[config.mk]
export PLATFORM = sky130hd
export DESIGN_NAME = lbc_parser
export DESIGN_NICKNAME = d
export VERILOG_FILES = /design/src/rtl/lbc_parser_unused_note.sv /design/src/rtl/lbc_pkg.sv /design/src/rtl/lbc_parser.sv
export VERILOG_INCLUDE_DIRS = /design/src /design/src/rtl
export SDC_FILE = /design/constraint.sdc
export NUM_CORES = 1
export LEC_CHECK = 0
export BUFFER_PORTS_ARGS = -buffer_cell sky130_fd_sc_hd__buf_2
export CAP_MARGIN = 20
export CELL_PAD_IN_SITES_DETAIL_PLACEMENT = 0
export CELL_PAD_IN_SITES_GLOBAL_PLACEMENT = 1
export CORE_ASPECT_RATIO = 0.5
export CORE_MARGIN = 3
export CORE_UTILIZATION = 45
export CTS_BUF_LIST = sky130_fd_sc_hd__clkbuf_8
export CTS_CLUSTER_DIAMETER = 60
export DETAILED_ROUTE_END_ITERATION = 10
export PLACE_DENSITY_LB_ADDON = 0.1
export SKIP_CTS_REPAIR_TIMING = 1
export SLEW_MARGIN = 30
export SYNTH_ARGS = -nofsm -noshare
export SYNTH_HDL_FRONTEND = slang
export SYNTH_SLANG_ARGS = --single-unit
[constraint.sdc]
create_clock -name clk_i -period 6.7 [get_ports clk_i]
set_input_delay 0.67 -clock clk_i [delete_from_list [all_inputs] [get_ports clk_i]]
set_output_delay 0.67 -clock clk_i [all_outputs]
set_load 0.01 [all_outputs]
[src/rtl/lbc_defs.svh]
// Constants for the legacy binary command parser: offsets, fields, resets, timing
`ifndef LBC_DEFS_SVH
`define LBC_DEFS_SVH

`define LBC_FRAME_LEN    3'h7
`define LBC_ADDR_MIN     8'h01
`define LBC_ADDR_MAX     8'h0F
`define LBC_FILL_BYTE    8'hAA
`define LBC_ADDR_SHIFT   4

`define LBC_CMD_STATUS   8'h01
`define LBC_CMD_TXCTL    8'h02
`define LBC_CMD_ADDRDLY  8'h03
`define LBC_CMD_CARRIER  8'h04
`define LBC_CMD_THRESH   8'h05
`define LBC_CMD_BURST    8'h06
`define LBC_CMD_DEVTYPE  8'h07
`define LBC_CMD_TEMPLOG  8'h09
`define LBC_CMD_GAIN     8'hFF

`define LBC_DLY_KEEP     8'hAA
`define LBC_DLY_MAX_MS   9'h100
`define LBC_GAIN_MIN     8'h01
`define LBC_GAIN_MAX     8'h0F

`define LBC_REG_CTRL     3'h0
`define LBC_REG_ADDRDLY  3'h1
`define LBC_REG_TX       3'h2
`define LBC_REG_CARRIER  3'h3
`define LBC_REG_THRESH   3'h4
`define LBC_REG_GAIN     3'h5
`define LBC_REG_STATUS   3'h6
`define LBC_REG_TEMPLOG  3'h7

`define LBC_CTRL_ENABLE  0
`define LBC_CTRL_ECHO    1
`define LBC_CTRL_VERBOSE 2
`define LBC_STAT_CMDERR  0

`define LBC_RST_ADDR     4'h1
`define LBC_RST_DELAY    9'h001

`define LBC_CLK_NS       100
`define LBC_MS_NS        1000000
`define LBC_MS_CYCLES    (`LBC_MS_NS / `LBC_CLK_NS)
`define LBC_GAP_MS       5
`define LBC_GAP_CYCLES   (`LBC_GAP_MS * `LBC_MS_CYCLES)
`define LBC_NVM_EXTRA_MS 9'h004

`endif

[src/rtl/lbc_parser_unused_note.sv]
// Deliberately empty: the whole parser lives in one design file

[src/rtl/lbc_pkg.sv]
// Types shared by the legacy binary command parser
package lbc_pkg;

    typedef enum logic [0:0] {
        LBC_IDLE,
        LBC_WAIT
    } lbc_reply_state_t;

    typedef struct packed {
        logic [7:0] addr_byte;
        logic [7:0] cmd;
        logic [7:0] sel;
        logic       cmd_err;
        logic       verbose;
    } lbc_reply_t;

endpackage
[src/rtl/lbc_parser.sv]
// Legacy binary command frame interpreter with a Wishbone register slave
// Contract
// [RULE1] Frames are interpreted only while legacy_binary_enable is 1.
// [RULE2] Seven bytes: address 1..15, command, three data, unused, sum of bytes 1-6.
// [RULE3] Command codes 01,03,04,05,06,07,09,FF decode to their documented functions.
// [RULE4] Command 02 sets transmitter: 0 off, 1 on, 2/3 off/on at power-on.
// [RULE5] Command 03 takes new address (1..15) and response delay in ms.
// [RULE6] Response delay equals the delay byte in milliseconds, minimum 1 ms.
// [RULE7] Delay byte 00 acts as FF and gives 256 ms.
// [RULE8] Delay byte AA leaves the stored delay unchanged.
// [RULE9] Command 04 assembles carrier frequency, first data byte most significant.
// [RULE10] Command 05 assembles power threshold, first data byte high.
// [RULE11] Host programs threshold 20.1 dB below rating in continuous mode.
// [RULE12] Host keeps burst threshold within 20 dB below rated power.
// [RULE13] Command 06 selector: 00 current burst power, 01 stored min/max.
// [RULE14] Command 07 with selector 00 requests serial number and type.
// [RULE15] Command 09 reads or sets the temperature log.
// [RULE16] Command FF sets gain backoff from second data byte, 1..15.
// [RULE17] Echo setting decides whether set-type commands get any reply.
// [RULE18] Verbose setting chooses reply format on every link.
// [RULE19] Nonvolatile write in progress may stretch the response delay.
// [RULE20] Replies carry the unit address shifted left by four bits.
// [RULE21] Unused and factory data bytes are ignored by the device.
// [RULE22] Foreign address ignored; bad checksum not executed, command error flagged.
//
// Decided for this implementation: the Wishbone register port and the placing of the registers.
`timescale 1ns/10ps
`include "lbc_defs.svh"

module lbc_parser #(
    parameter int MS_CYCLES  = `LBC_MS_CYCLES,
    parameter int GAP_CYCLES = `LBC_GAP_CYCLES
) (
    input  wire logic              clk_i,          // System clock, 10 MHz
    input  wire logic              rst_i,          // Synchronous reset, active high
    input  wire logic [7:0]        wb_adr_i,       // Wishbone byte address
    input  wire logic [31:0]       wb_dat_i,       // Wishbone write data
    input  wire logic [3:0]        wb_sel_i,       // Wishbone byte selects
    input  wire logic              wb_we_i,        // Wishbone write enable
    input  wire logic              wb_cyc_i,       // Wishbone cycle
    input  wire logic              wb_stb_i,       // Wishbone strobe
    output logic [31:0]            wb_dat_o,       // Wishbone read data
    output logic                   wb_ack_o,       // Wishbone acknowledge
    input  wire logic [7:0]        rx_byte_i,      // Received link byte
    input  wire logic              rx_valid_i,     // Received byte strobe
    input  wire logic              nvm_busy_i,     // Nonvolatile write in progress, async
    output lbc_pkg::lbc_reply_t    reply_o,        // Reply descriptor
    output logic                   reply_valid_o,  // Reply due, one-cycle pulse
    output logic                   tx_on_o,        // Transmitter on
    output logic                   tx_pwrup_on_o,  // Transmitter state at power-on
    output logic [15:0]            carrier_o,      // Detected carrier frequency, MHz
    output logic [15:0]            thresh_o,       // Power threshold, 1/100 dBm
    output logic [3:0]             gain_o,         // Gain backoff
    output logic                   temp_shdn_o,    // Temperature shutdown setting
    output logic                   busy_o          // Reply pending
);

    logic [7:0]  frame [0:6];
    logic [2:0]  idx;
    logic        frame_done;
    logic [31:0] gap_cnt;
    logic        nvm_meta;
    logic        nvm_busy;
    logic [2:0]  ctrl;
    logic [3:0]  unit_addr;
    logic [8:0]  delay_ms;
    logic        cmd_err;
    logic [7:0]  last_cmd;
    lbc_pkg::lbc_reply_state_t state;
    logic [8:0]  ms_left;
    logic [31:0] ms_cnt;
    logic        next_reply;

    logic [7:0]  sum6;
    logic        addr_hit;
    logic        sum_ok;
    logic        exec;
    logic        known;
    logic        is_set;
    logic [7:0]  d1;
    logic [7:0]  d2;
    logic        wb_req;
    logic        err_set;

    function automatic logic in_range(input logic [7:0] v);
        in_range = (v >= `LBC_ADDR_MIN) && (v <= `LBC_ADDR_MAX);
    endfunction

    assign d1       = frame[2];
    assign d2       = frame[3];
    assign sum6     = frame[0] + frame[1] + frame[2] + frame[3] + frame[4] + frame[5]; // RULE2
    assign addr_hit = (frame[0] == {4'h0, unit_addr}) && in_range(frame[0]); // RULE22
    assign sum_ok   = (sum6 == frame[6]); // RULE2
    assign exec     = frame_done && addr_hit && sum_ok;
    assign err_set  = frame_done && addr_hit && (!sum_ok || !known); // RULE22
    assign wb_req   = wb_cyc_i && wb_stb_i && !wb_ack_o;

    // Command classification; data byte 3 and byte 6 are only summed into the checksum
    always_comb begin // RULE21
        known  = 1'b1;
        is_set = 1'b0;
        unique case (frame[1]) // RULE3
            `LBC_CMD_STATUS, `LBC_CMD_BURST, `LBC_CMD_DEVTYPE, `LBC_CMD_TEMPLOG: is_set = 1'b0;
            `LBC_CMD_TXCTL, `LBC_CMD_ADDRDLY, `LBC_CMD_CARRIER: is_set = 1'b1;
            `LBC_CMD_THRESH, `LBC_CMD_GAIN: is_set = 1'b1;
            default: known = 1'b0;
        endcase
    end

    always_ff @(posedge clk_i) begin
        nvm_meta <= nvm_busy_i;
        nvm_busy <= nvm_meta;
    end

    // Frame assembly; a silent gap resynchronises to a new frame start
    always_ff @(posedge clk_i) begin
        if (rst_i) begin
            idx        <= 3'h0;
            frame_done <= 1'b0;
            gap_cnt    <= 32'h0000_0000;
        end else begin
            frame_done <= 1'b0;
            if (!ctrl[`LBC_CTRL_ENABLE] || busy_o) begin // RULE1
                idx <= 3'h0;
            end else if (rx_valid_i) begin
                frame[idx] <= rx_byte_i;
                gap_cnt    <= 32'h0000_0000;
                if (idx == `LBC_FRAME_LEN - 3'h1) begin // RULE2
                    idx        <= 3'h0;
                    frame_done <= 1'b1;
                end else begin
                    idx <= idx + 3'h1;
                end
            end else if (idx != 3'h0) begin
                if (gap_cnt >= 32'(GAP_CYCLES - 1)) begin
                    idx <= 3'h0;
                end else begin
                    gap_cnt <= gap_cnt + 32'h0000_0001;
                end
            end
        end
    end

    // Settings carried by frames
    always_ff @(posedge clk_i) begin
        if (rst_i) begin
            unit_addr     <= `LBC_RST_ADDR;
            delay_ms      <= `LBC_RST_DELAY;
            tx_on_o       <= 1'b0;
            tx_pwrup_on_o <= 1'b0;
            carrier_o     <= 16'h0000;
            thresh_o      <= 16'h0000;
            gain_o        <= 4'h0;
            temp_shdn_o   <= 1'b0;
        end else if (exec) begin
            unique case (frame[1])
                `LBC_CMD_TXCTL: begin
                    if (d1[7:2] == 6'h00 && !d1[1]) tx_on_o <= d1[0]; // RULE4
                    if (d1[7:2] == 6'h00 && d1[1]) tx_pwrup_on_o <= d1[0]; // RULE4
                end
                `LBC_CMD_ADDRDLY: begin
                    if (in_range(d1)) unit_addr <= d1[3:0]; // RULE5
                    if (d2 == 8'h00) begin
                        delay_ms <= `LBC_DLY_MAX_MS; // RULE7
                    end else if (d2 == 8'hFF) begin
                        delay_ms <= `LBC_DLY_MAX_MS; // RULE7
                    end else if (d2 != `LBC_DLY_KEEP) begin // RULE8
                        delay_ms <= {1'b0, d2}; // RULE6
                    end
                end
                `LBC_CMD_CARRIER: carrier_o <= {d1, d2}; // RULE9
                `LBC_CMD_THRESH:  thresh_o <= {d1, d2}; // RULE10
                `LBC_CMD_TEMPLOG: begin
                    if (d1[7:1] == 7'h00) temp_shdn_o <= d1[0]; // RULE15
                end
                `LBC_CMD_GAIN: begin
                    if (d2 >= `LBC_GAIN_MIN && d2 <= `LBC_GAIN_MAX) gain_o <= d2[3:0]; // RULE16
                end
                default: ;
            endcase
        end
    end

    // Reply scheduling: wait the programmed delay in whole milliseconds
    always_comb begin
        next_reply = exec && known && (!is_set || ctrl[`LBC_CTRL_ECHO]); // RULE17
    end

    always_ff @(posedge clk_i) begin
        if (rst_i) begin
            state         <= lbc_pkg::LBC_IDLE;
            ms_left       <= 9'h000;
            ms_cnt        <= 32'h0000_0000;
            reply_valid_o <= 1'b0;
            busy_o        <= 1'b0;
            reply_o       <= '0;
        end else begin
            reply_valid_o <= 1'b0;
            unique case (state)
                lbc_pkg::LBC_IDLE: begin
                    if (next_reply) begin
                        state   <= lbc_pkg::LBC_WAIT;
                        busy_o  <= 1'b1;
                        ms_cnt  <= 32'h0000_0000;
                        // Extra margin while nonvolatile memory is being written
                        ms_left <= nvm_busy ? delay_ms + `LBC_NVM_EXTRA_MS : delay_ms; // RULE19
                        reply_o.cmd     <= frame[1]; // RULE3
                        reply_o.sel     <= d1; // RULE13 RULE14
                        reply_o.verbose <= ctrl[`LBC_CTRL_VERBOSE]; // RULE18
                    end
                end
                lbc_pkg::LBC_WAIT: begin
                    if (ms_cnt >= 32'(MS_CYCLES - 1)) begin
                        ms_cnt <= 32'h0000_0000;
                        if (ms_left == 9'h001) begin
                            state         <= lbc_pkg::LBC_IDLE;
                            busy_o        <= 1'b0;
                            reply_valid_o <= 1'b1;
                            reply_o.addr_byte <= {unit_addr, 4'h0}; // RULE20
                            reply_o.cmd_err   <= cmd_err;
                        end
                        ms_left <= ms_left - 9'h001; // RULE6
                    end else begin
                        ms_cnt <= ms_cnt + 32'h0000_0001;
                    end
                end
            endcase
        end
    end

    // Control register, command error flag and last command
    always_ff @(posedge clk_i) begin
        if (rst_i) begin
            ctrl     <= 3'b000;
            cmd_err  <= 1'b0;
            last_cmd <= 8'h00;
        end else begin
            if (wb_req && wb_we_i && wb_sel_i[0] && wb_adr_i[4:2] == `LBC_REG_CTRL) begin
                ctrl <= wb_dat_i[2:0];
            end
            // Hardware set beats a write-one-to-clear in the same cycle
            if (err_set) begin
                cmd_err <= 1'b1; // RULE22
            end else if (wb_req && wb_we_i && wb_sel_i[0] && wb_adr_i[4:2] == `LBC_REG_STATUS
                         && wb_dat_i[`LBC_STAT_CMDERR]) begin
                cmd_err <= 1'b0;
            end
            if (frame_done && addr_hit) last_cmd <= frame[1];
        end
    end

    // Wishbone slave: single-cycle ack, address bits 7:5 ignored so every address reads one of the eight registers
    always_ff @(posedge clk_i) begin
        if (rst_i) begin
            wb_ack_o <= 1'b0;
            wb_dat_o <= 32'h0000_0000;
        end else begin
            wb_ack_o <= wb_req;
            if (wb_req && !wb_we_i) begin
                unique case (wb_adr_i[4:2])
                    `LBC_REG_CTRL:    wb_dat_o <= {29'h0, ctrl};
                    `LBC_REG_ADDRDLY: wb_dat_o <= {15'h0, delay_ms, 4'h0, unit_addr};
                    `LBC_REG_TX:      wb_dat_o <= {30'h0, tx_pwrup_on_o, tx_on_o};
                    `LBC_REG_CARRIER: wb_dat_o <= {16'h0, carrier_o};
                    `LBC_REG_THRESH:  wb_dat_o <= {16'h0, thresh_o};
                    `LBC_REG_GAIN:    wb_dat_o <= {28'h0, gain_o};
                    `LBC_REG_STATUS:  wb_dat_o <= {16'h0, last_cmd, 6'h0, busy_o, cmd_err};
                    `LBC_REG_TEMPLOG: wb_dat_o <= {31'h0, temp_shdn_o};
                endcase
            end
        end
    end

    // Checks
    enable_gate_a: assert property (@(posedge clk_i) disable iff (rst_i) // RULE1
        !ctrl[`LBC_CTRL_ENABLE] |=> !frame_done)
        else $error("frame completed while disabled");

    frame_len_a: assert property (@(posedge clk_i) disable iff (rst_i) // RULE2
        frame_done |-> idx == 3'h0)
        else $error("frame index not reset after seventh byte");

    bad_sum_a: assert property (@(posedge clk_i) disable iff (rst_i) // RULE22
        frame_done && addr_hit && !sum_ok |=> cmd_err && !busy_o)
        else $error("bad checksum not flagged or executed");

    foreign_addr_a: assert property (@(posedge clk_i) disable iff (rst_i) // RULE22
        frame_done && !addr_hit && !busy_o |=> !busy_o && $stable(unit_addr))
        else $error("foreign frame acted on");

    tx_ctrl_a: assert property (@(posedge clk_i) disable iff (rst_i) // RULE4
        exec && frame[1] == `LBC_CMD_TXCTL && d1 == 8'h01 |=> tx_on_o)
        else $error("transmit on not applied");

    delay_keep_a: assert property (@(posedge clk_i) disable iff (rst_i) // RULE8
        exec && frame[1] == `LBC_CMD_ADDRDLY && d2 == `LBC_DLY_KEEP |=> $stable(delay_ms))
        else $error("keep code changed delay");

    delay_zero_a: assert property (@(posedge clk_i) disable iff (rst_i) // RULE7
        exec && frame[1] == `LBC_CMD_ADDRDLY && d2 == 8'h00 |=> delay_ms == 9'h100)
        else $error("zero delay not 256 ms");

    carrier_set_a: assert property (@(posedge clk_i) disable iff (rst_i) // RULE9
        exec && frame[1] == `LBC_CMD_CARRIER |=> carrier_o == {$past(d1), $past(d2)})
        else $error("carrier bytes misordered");

    thresh_set_a: assert property (@(posedge clk_i) disable iff (rst_i) // RULE10
        exec && frame[1] == `LBC_CMD_THRESH |=> thresh_o == {$past(d1), $past(d2)})
        else $error("threshold bytes misordered");

    echo_gate_a: assert property (@(posedge clk_i) disable iff (rst_i) // RULE17
        !busy_o && exec && is_set && !ctrl[`LBC_CTRL_ECHO] |=> !busy_o)
        else $error("set command scheduled reply with echo off");

    reply_addr_a: assert property (@(posedge clk_i) disable iff (rst_i) // RULE20
        reply_valid_o |-> reply_o.addr_byte == {unit_addr, 4'h0})
        else $error("reply address not shifted");

    gain_range_a: assert property (@(posedge clk_i) disable iff (rst_i) // RULE16
        exec && frame[1] == `LBC_CMD_GAIN && d2 > `LBC_GAIN_MAX |=> $stable(gain_o))
        else $error("out of range backoff accepted");

    addr_change_a: assert property (@(posedge clk_i) disable iff (rst_i) // RULE5
        exec && frame[1] == `LBC_CMD_ADDRDLY && in_range(d1) |=> unit_addr == $past(d1[3:0]))
        else $error("new unit address not taken");

    delay_set_a: assert property (@(posedge clk_i) disable iff (rst_i) // RULE6
        exec && frame[1] == `LBC_CMD_ADDRDLY && d2 != 8'h00 && d2 != 8'hFF
            && d2 != `LBC_DLY_KEEP |=> delay_ms == {1'b0, $past(d2)})
        else $error("delay byte not stored in ms");

    reply_format_a: assert property (@(posedge clk_i) disable iff (rst_i) // RULE18
        next_reply |=> reply_o.verbose == $past(ctrl[`LBC_CTRL_VERBOSE]))
        else $error("reply format not taken from verbose setting");

    nvm_stretch_a: assert property (@(posedge clk_i) disable iff (rst_i) // RULE19
        next_reply && nvm_busy |=> ms_left == $past(delay_ms) + `LBC_NVM_EXTRA_MS)
        else $error("delay not stretched during memory write");

    temp_log_a: assert property (@(posedge clk_i) disable iff (rst_i) // RULE15
        exec && frame[1] == `LBC_CMD_TEMPLOG && d1 == 8'h01 |=> temp_shdn_o)
        else $error("temperature shutdown not set");

    unknown_cmd_a: assert property (@(posedge clk_i) disable iff (rst_i) // RULE3
        frame_done && addr_hit && sum_ok && !known |=> cmd_err && !busy_o)
        else $error("unknown command not flagged");

endmodule

==> Flow_metrics.wiki <==
{| class="wikitable"
! Metric !! Value
|-
| Vias in the first global route || between 9000 and 10000
|-
| Slowest cell on crit path || or4b_2
|-
| Clock root buffer master || clkbuf_8
|-
| Crit path DAT || between 6 and 7 ns
|-
| DR WL/cell || 19.7 um
|-
| End point of the worst hold path || nvm_meta$_DFF_P_
|-
| Number of inserted filler cells in the final layout || roughly 2300
|-
| Die width || 233 um
|-
| Cell type group with the largest total delay on the critical path || adder cells
|-
| Number of cell instances on the worst register-to-register path || 13
|-
| Die H || 120 um
|-
| Fin area || 0.0130 mm^2
|-
| Count of port buffers added during placement || 102
|-
| Mapped Area || 0.0116 mm^2
|-
| Setup CP Type || register to register
|-
| Final setup violation count || 0
|-
| Total leakage power || 4.87 nW
|-
| Capturing element type of the critical path || register
|-
| Number of DRC markers after the initial detailed-route iteration || 841
|-
| Most common cell on crit path || fa_1
|-
| Placed Instances || 1593
|-
| TNS Setup || 0 ns
|-
| Minimum setup slack after placement || 0.962 ns
|-
| Global route overflow || 0
|-
| Count of vias placed by the detailed router || 9775
|-
| Initial antenna violation count || 0
|-
| Max-cap check violation count || 0
|-
| Maximum number of buffers from clock root to sink || 3
|-
| Critical Path Start Type || register
|-
| Sequential fraction of the synthesis area || 46.6%
|-
| Internal reg-to-reg setup slack || 1.0 ns
|-
| Highest clock rate || between 0.15 and 0.2 GHz
|-
| Type of the tightest min-delay check || primary input to register
|-
| Unrepaired setup endpoints after global routing || no
|-
| Insertion delay of the later-clocked pin in the worst-skew pair || around 0.53 ns
|-
| Synth top area share || 32.1%
|-
| RR Endpoint || delay_ms[2]$_SDFFE_PP0P_
|-
| Fraction of registers with async set or reset after synthesis || 0%
|-
| Worst Min Path Start || nvm_busy_i
|-
| Vias/cell || slightly below 6
|-
| Number of placement rows || 40
|-
| Areal power density over the cells || around 220 mW/mm^2
|-
| Count of warnings emitted by yosys || 0
|-
| Clock tree from TritonCTS || yes
|-
| Pins over their slew limit || 0
|-
| Outcome || complete, no violations
|-
| Worst Path Buf+Inv || 2
|-
| Count of TritonRoute iterations in the first routing pass || 5
|-
| Cell count of the worst hold path || 1
|-
| NumNets Final || between 1000 and 1500
|-
| Synth Flop Type || dfxtp_1
|-
| Worst clock skew on the final layout || 0.0159 ns
|-
| Clock period minus worst slack || between 5 and 6 ns
|-
| Overall routing resource usage || 23.3%
|-
| Synth top cells by count || 186 x dfxtp_1, 106 x a21oi_1, 79 x nand2_1, 79 x o21ai_0, 70 x clkbuf_1
|-
| Boundary pin count || 159
|-
| Wire length of the first global-routing pass || 51500 um
|-
| Synth top area cells || dfxtp_1 32%, edfxtp_1 14%, fa_1 4.7%, a21oi_1 4.6%, o21ai_0 3.4%
|-
| Routed Antenna Nets || 0
|-
| Number of clock sinks || 242
|-
| Number of H-tree levels || 2
|-
| Count of final hold-check violations || 0
|-
| Total wire length || 32800 um
|-
| Slew @ Worst Pin || 0.969 ns
|-
| CTS buffer count || 38
|-
| Initial Util || between 40% and 50%
|-
| Worst Setup Slack, final || about 1.0 ns
|-
| Cell accounting for the most synthesized area || dfxtp_1
|-
| Synthesis-to-layout area growth || 12.1%
|-
| Largest net degree at the start of global routing || 73
|-
| Max VDD drop || 0.000102 V
|-
| Final weighted congestion in routability-driven placement || ~0.86
|-
| Cell area after placement || 0.0122 mm^2
|-
| Period utilisation layout || 85.1%
|-
| Cell-by-cell trace of the critical path || fa_1 > inv_1 > fa_1 > fa_1 > inv_1 > ha_1 > fa_1 > xnor2_1 > nand4_1 > nor4_2 > nand4_1 > or4b_2 > a21oi_1
|-
| Cell variety after synth || 72
|-
| Average cell area after synthesis || 9.44 um^2
|-
| Placeable core area || 0.0247 mm^2
|-
| Fraction of layout cells with a size suffix above 1 || around 15%
|-
| Worst reg2reg path startpoint || frame[3][2]$_DFFE_PP_
|-
| Half-perimeter wire length of the detailed placement result || 22900 um
|-
| Synthesized instance count || ~1200
|-
| Total Power Consumption || 0.00283 W
|-
| Overall die area || 0.0279 mm^2
|-
| Top-count cell post-synth || dfxtp_1
|-
| Maximum fanout count along the critical path || 15
|-
| Required time worst endpoint || 7.14 ns
|-
| DRC violation count after routing || 0
|-
| Worst slew margin relative to its limit || 35.1%
|-
| Total of flip-flops plus latches after synthesis || 242
|-
| Clock Pin Slew Worst Setup and Hold Paths || 0.06 ns
|-
| EDFF count, synth || 56
|-
| Post-layout instance count excluding filler cells || 1663
|-
| Largest stage delay on the critical path || 0.77 ns
|}
[metrics by stage]
| step | hold WS [ns] | util, % |
|---|---|---|
| 6_report | 0.253 | 52.7 |
| 2_1_floorplan | 0.310 | - |
| 4_1_cts | 0.223 | 52.7 |
| 5_1_grt | 0.221 | 52.7 |
| 3_3_place_gp | 0.319 | 49.6 |
| 3_5_place_dp | 0.314 | 49.6 |
[logic make-up (layout without fill, tap and decap cells)]
kind of cell,after synthesis,in the layout,synth area share (%)
AOI/OAI and AO/OA,295,295,16.0
xor gates and xnor gates,34,34,2.81
adders and majority gates,38,38,5.84
buffers and inverters,163,241,6.08
DFF,242,242,46.6
muxes,39,39,3.48
other,1,21,0.0323
and+or+nand+nor,417,417,19.1
[report_power, final]
group          internal (W)  switching (W)
clock network      0.000670       0.000585
logic             0.0000218      0.0000583
registers           0.00150     0.00000376
[layout by cell type (no fill, tap or decap), drive strengths merged, types with 11 or more instances in the layout]
cell    instances
fa             27
a311oi         11
nor3           28
and2           22
a211oi         13
edfxtp         56
conb           19
buf           117
a21oi         106
nand4          42
o21ai          80
and3           18
mux2i          37
clkbuf         47
xnor2          22
inv            68
ha             11
nand2          79
nor2           68
nor4           27
dfxtp         186
nand3          63
o31ai          22
[sequential cells by signal, indices dropped and copies added (netlist names), 9 cells and up]
| signal | count |
|---|---|
| ms_left | 9 |
| reply_o | 22 |
| thresh_o | 16 |
| ms_cnt | 32 |
| wb_dat_o | 17 |
| carrier_o | 16 |
| gap_cnt | 32 |
| frame | 56 |
| delay_ms | 9 |
[routing by layer]
layer	wire length [um]	track usage, %
met5	0	0.368
met3	3090	6.14
met2	13700	33.8
met1	15500	34.6
met4	522	5.07
[how the worst max path moves through the flow]
| stage | start | end | slack, ns | cells past startpoint |
|---|---|---|---|---|
| final | frame[3][2]$_DFFE_PP_ | delay_ms[2]$_SDFFE_PP0P_ | 1.0 | 13 |
| after floorplan | frame[3][2]$_DFFE_PP_ | ms_cnt[10]$_SDFFE_PP0P_ | 1.95 | 15 |
| after global placement | frame[3][2]$_DFFE_PP_ | ms_cnt[12]$_SDFFE_PP0P_ | 1.11 | 14 |
| after detailed placement | frame[3][2]$_DFFE_PP_ | ms_cnt[0]$_SDFFE_PP0P_ | 0.96 | 14 |
| after CTS | frame[3][2]$_DFFE_PP_ | ms_cnt[10]$_SDFFE_PP0P_ | 0.97 | 14 |
| after global routing | frame[3][2]$_DFFE_PP_ | delay_ms[2]$_SDFFE_PP0P_ | 0.68 | 13 |
[area by class of cell]
type                    instances  area, um^2  share of cell area (%)
multi-input cells             842        5590                    42.9
clock inverters                21         109                   0.837
diodes                          2        5.00                  0.0385
repair buffers                117         626                    4.81
well taps                     336         420                    3.23
clock buffers                  47         647                    4.97
flip-flops and latches        242        5410                    41.6
inverters                      56         210                    1.62
No activity file was read; power rests on OpenSTA's default activity.
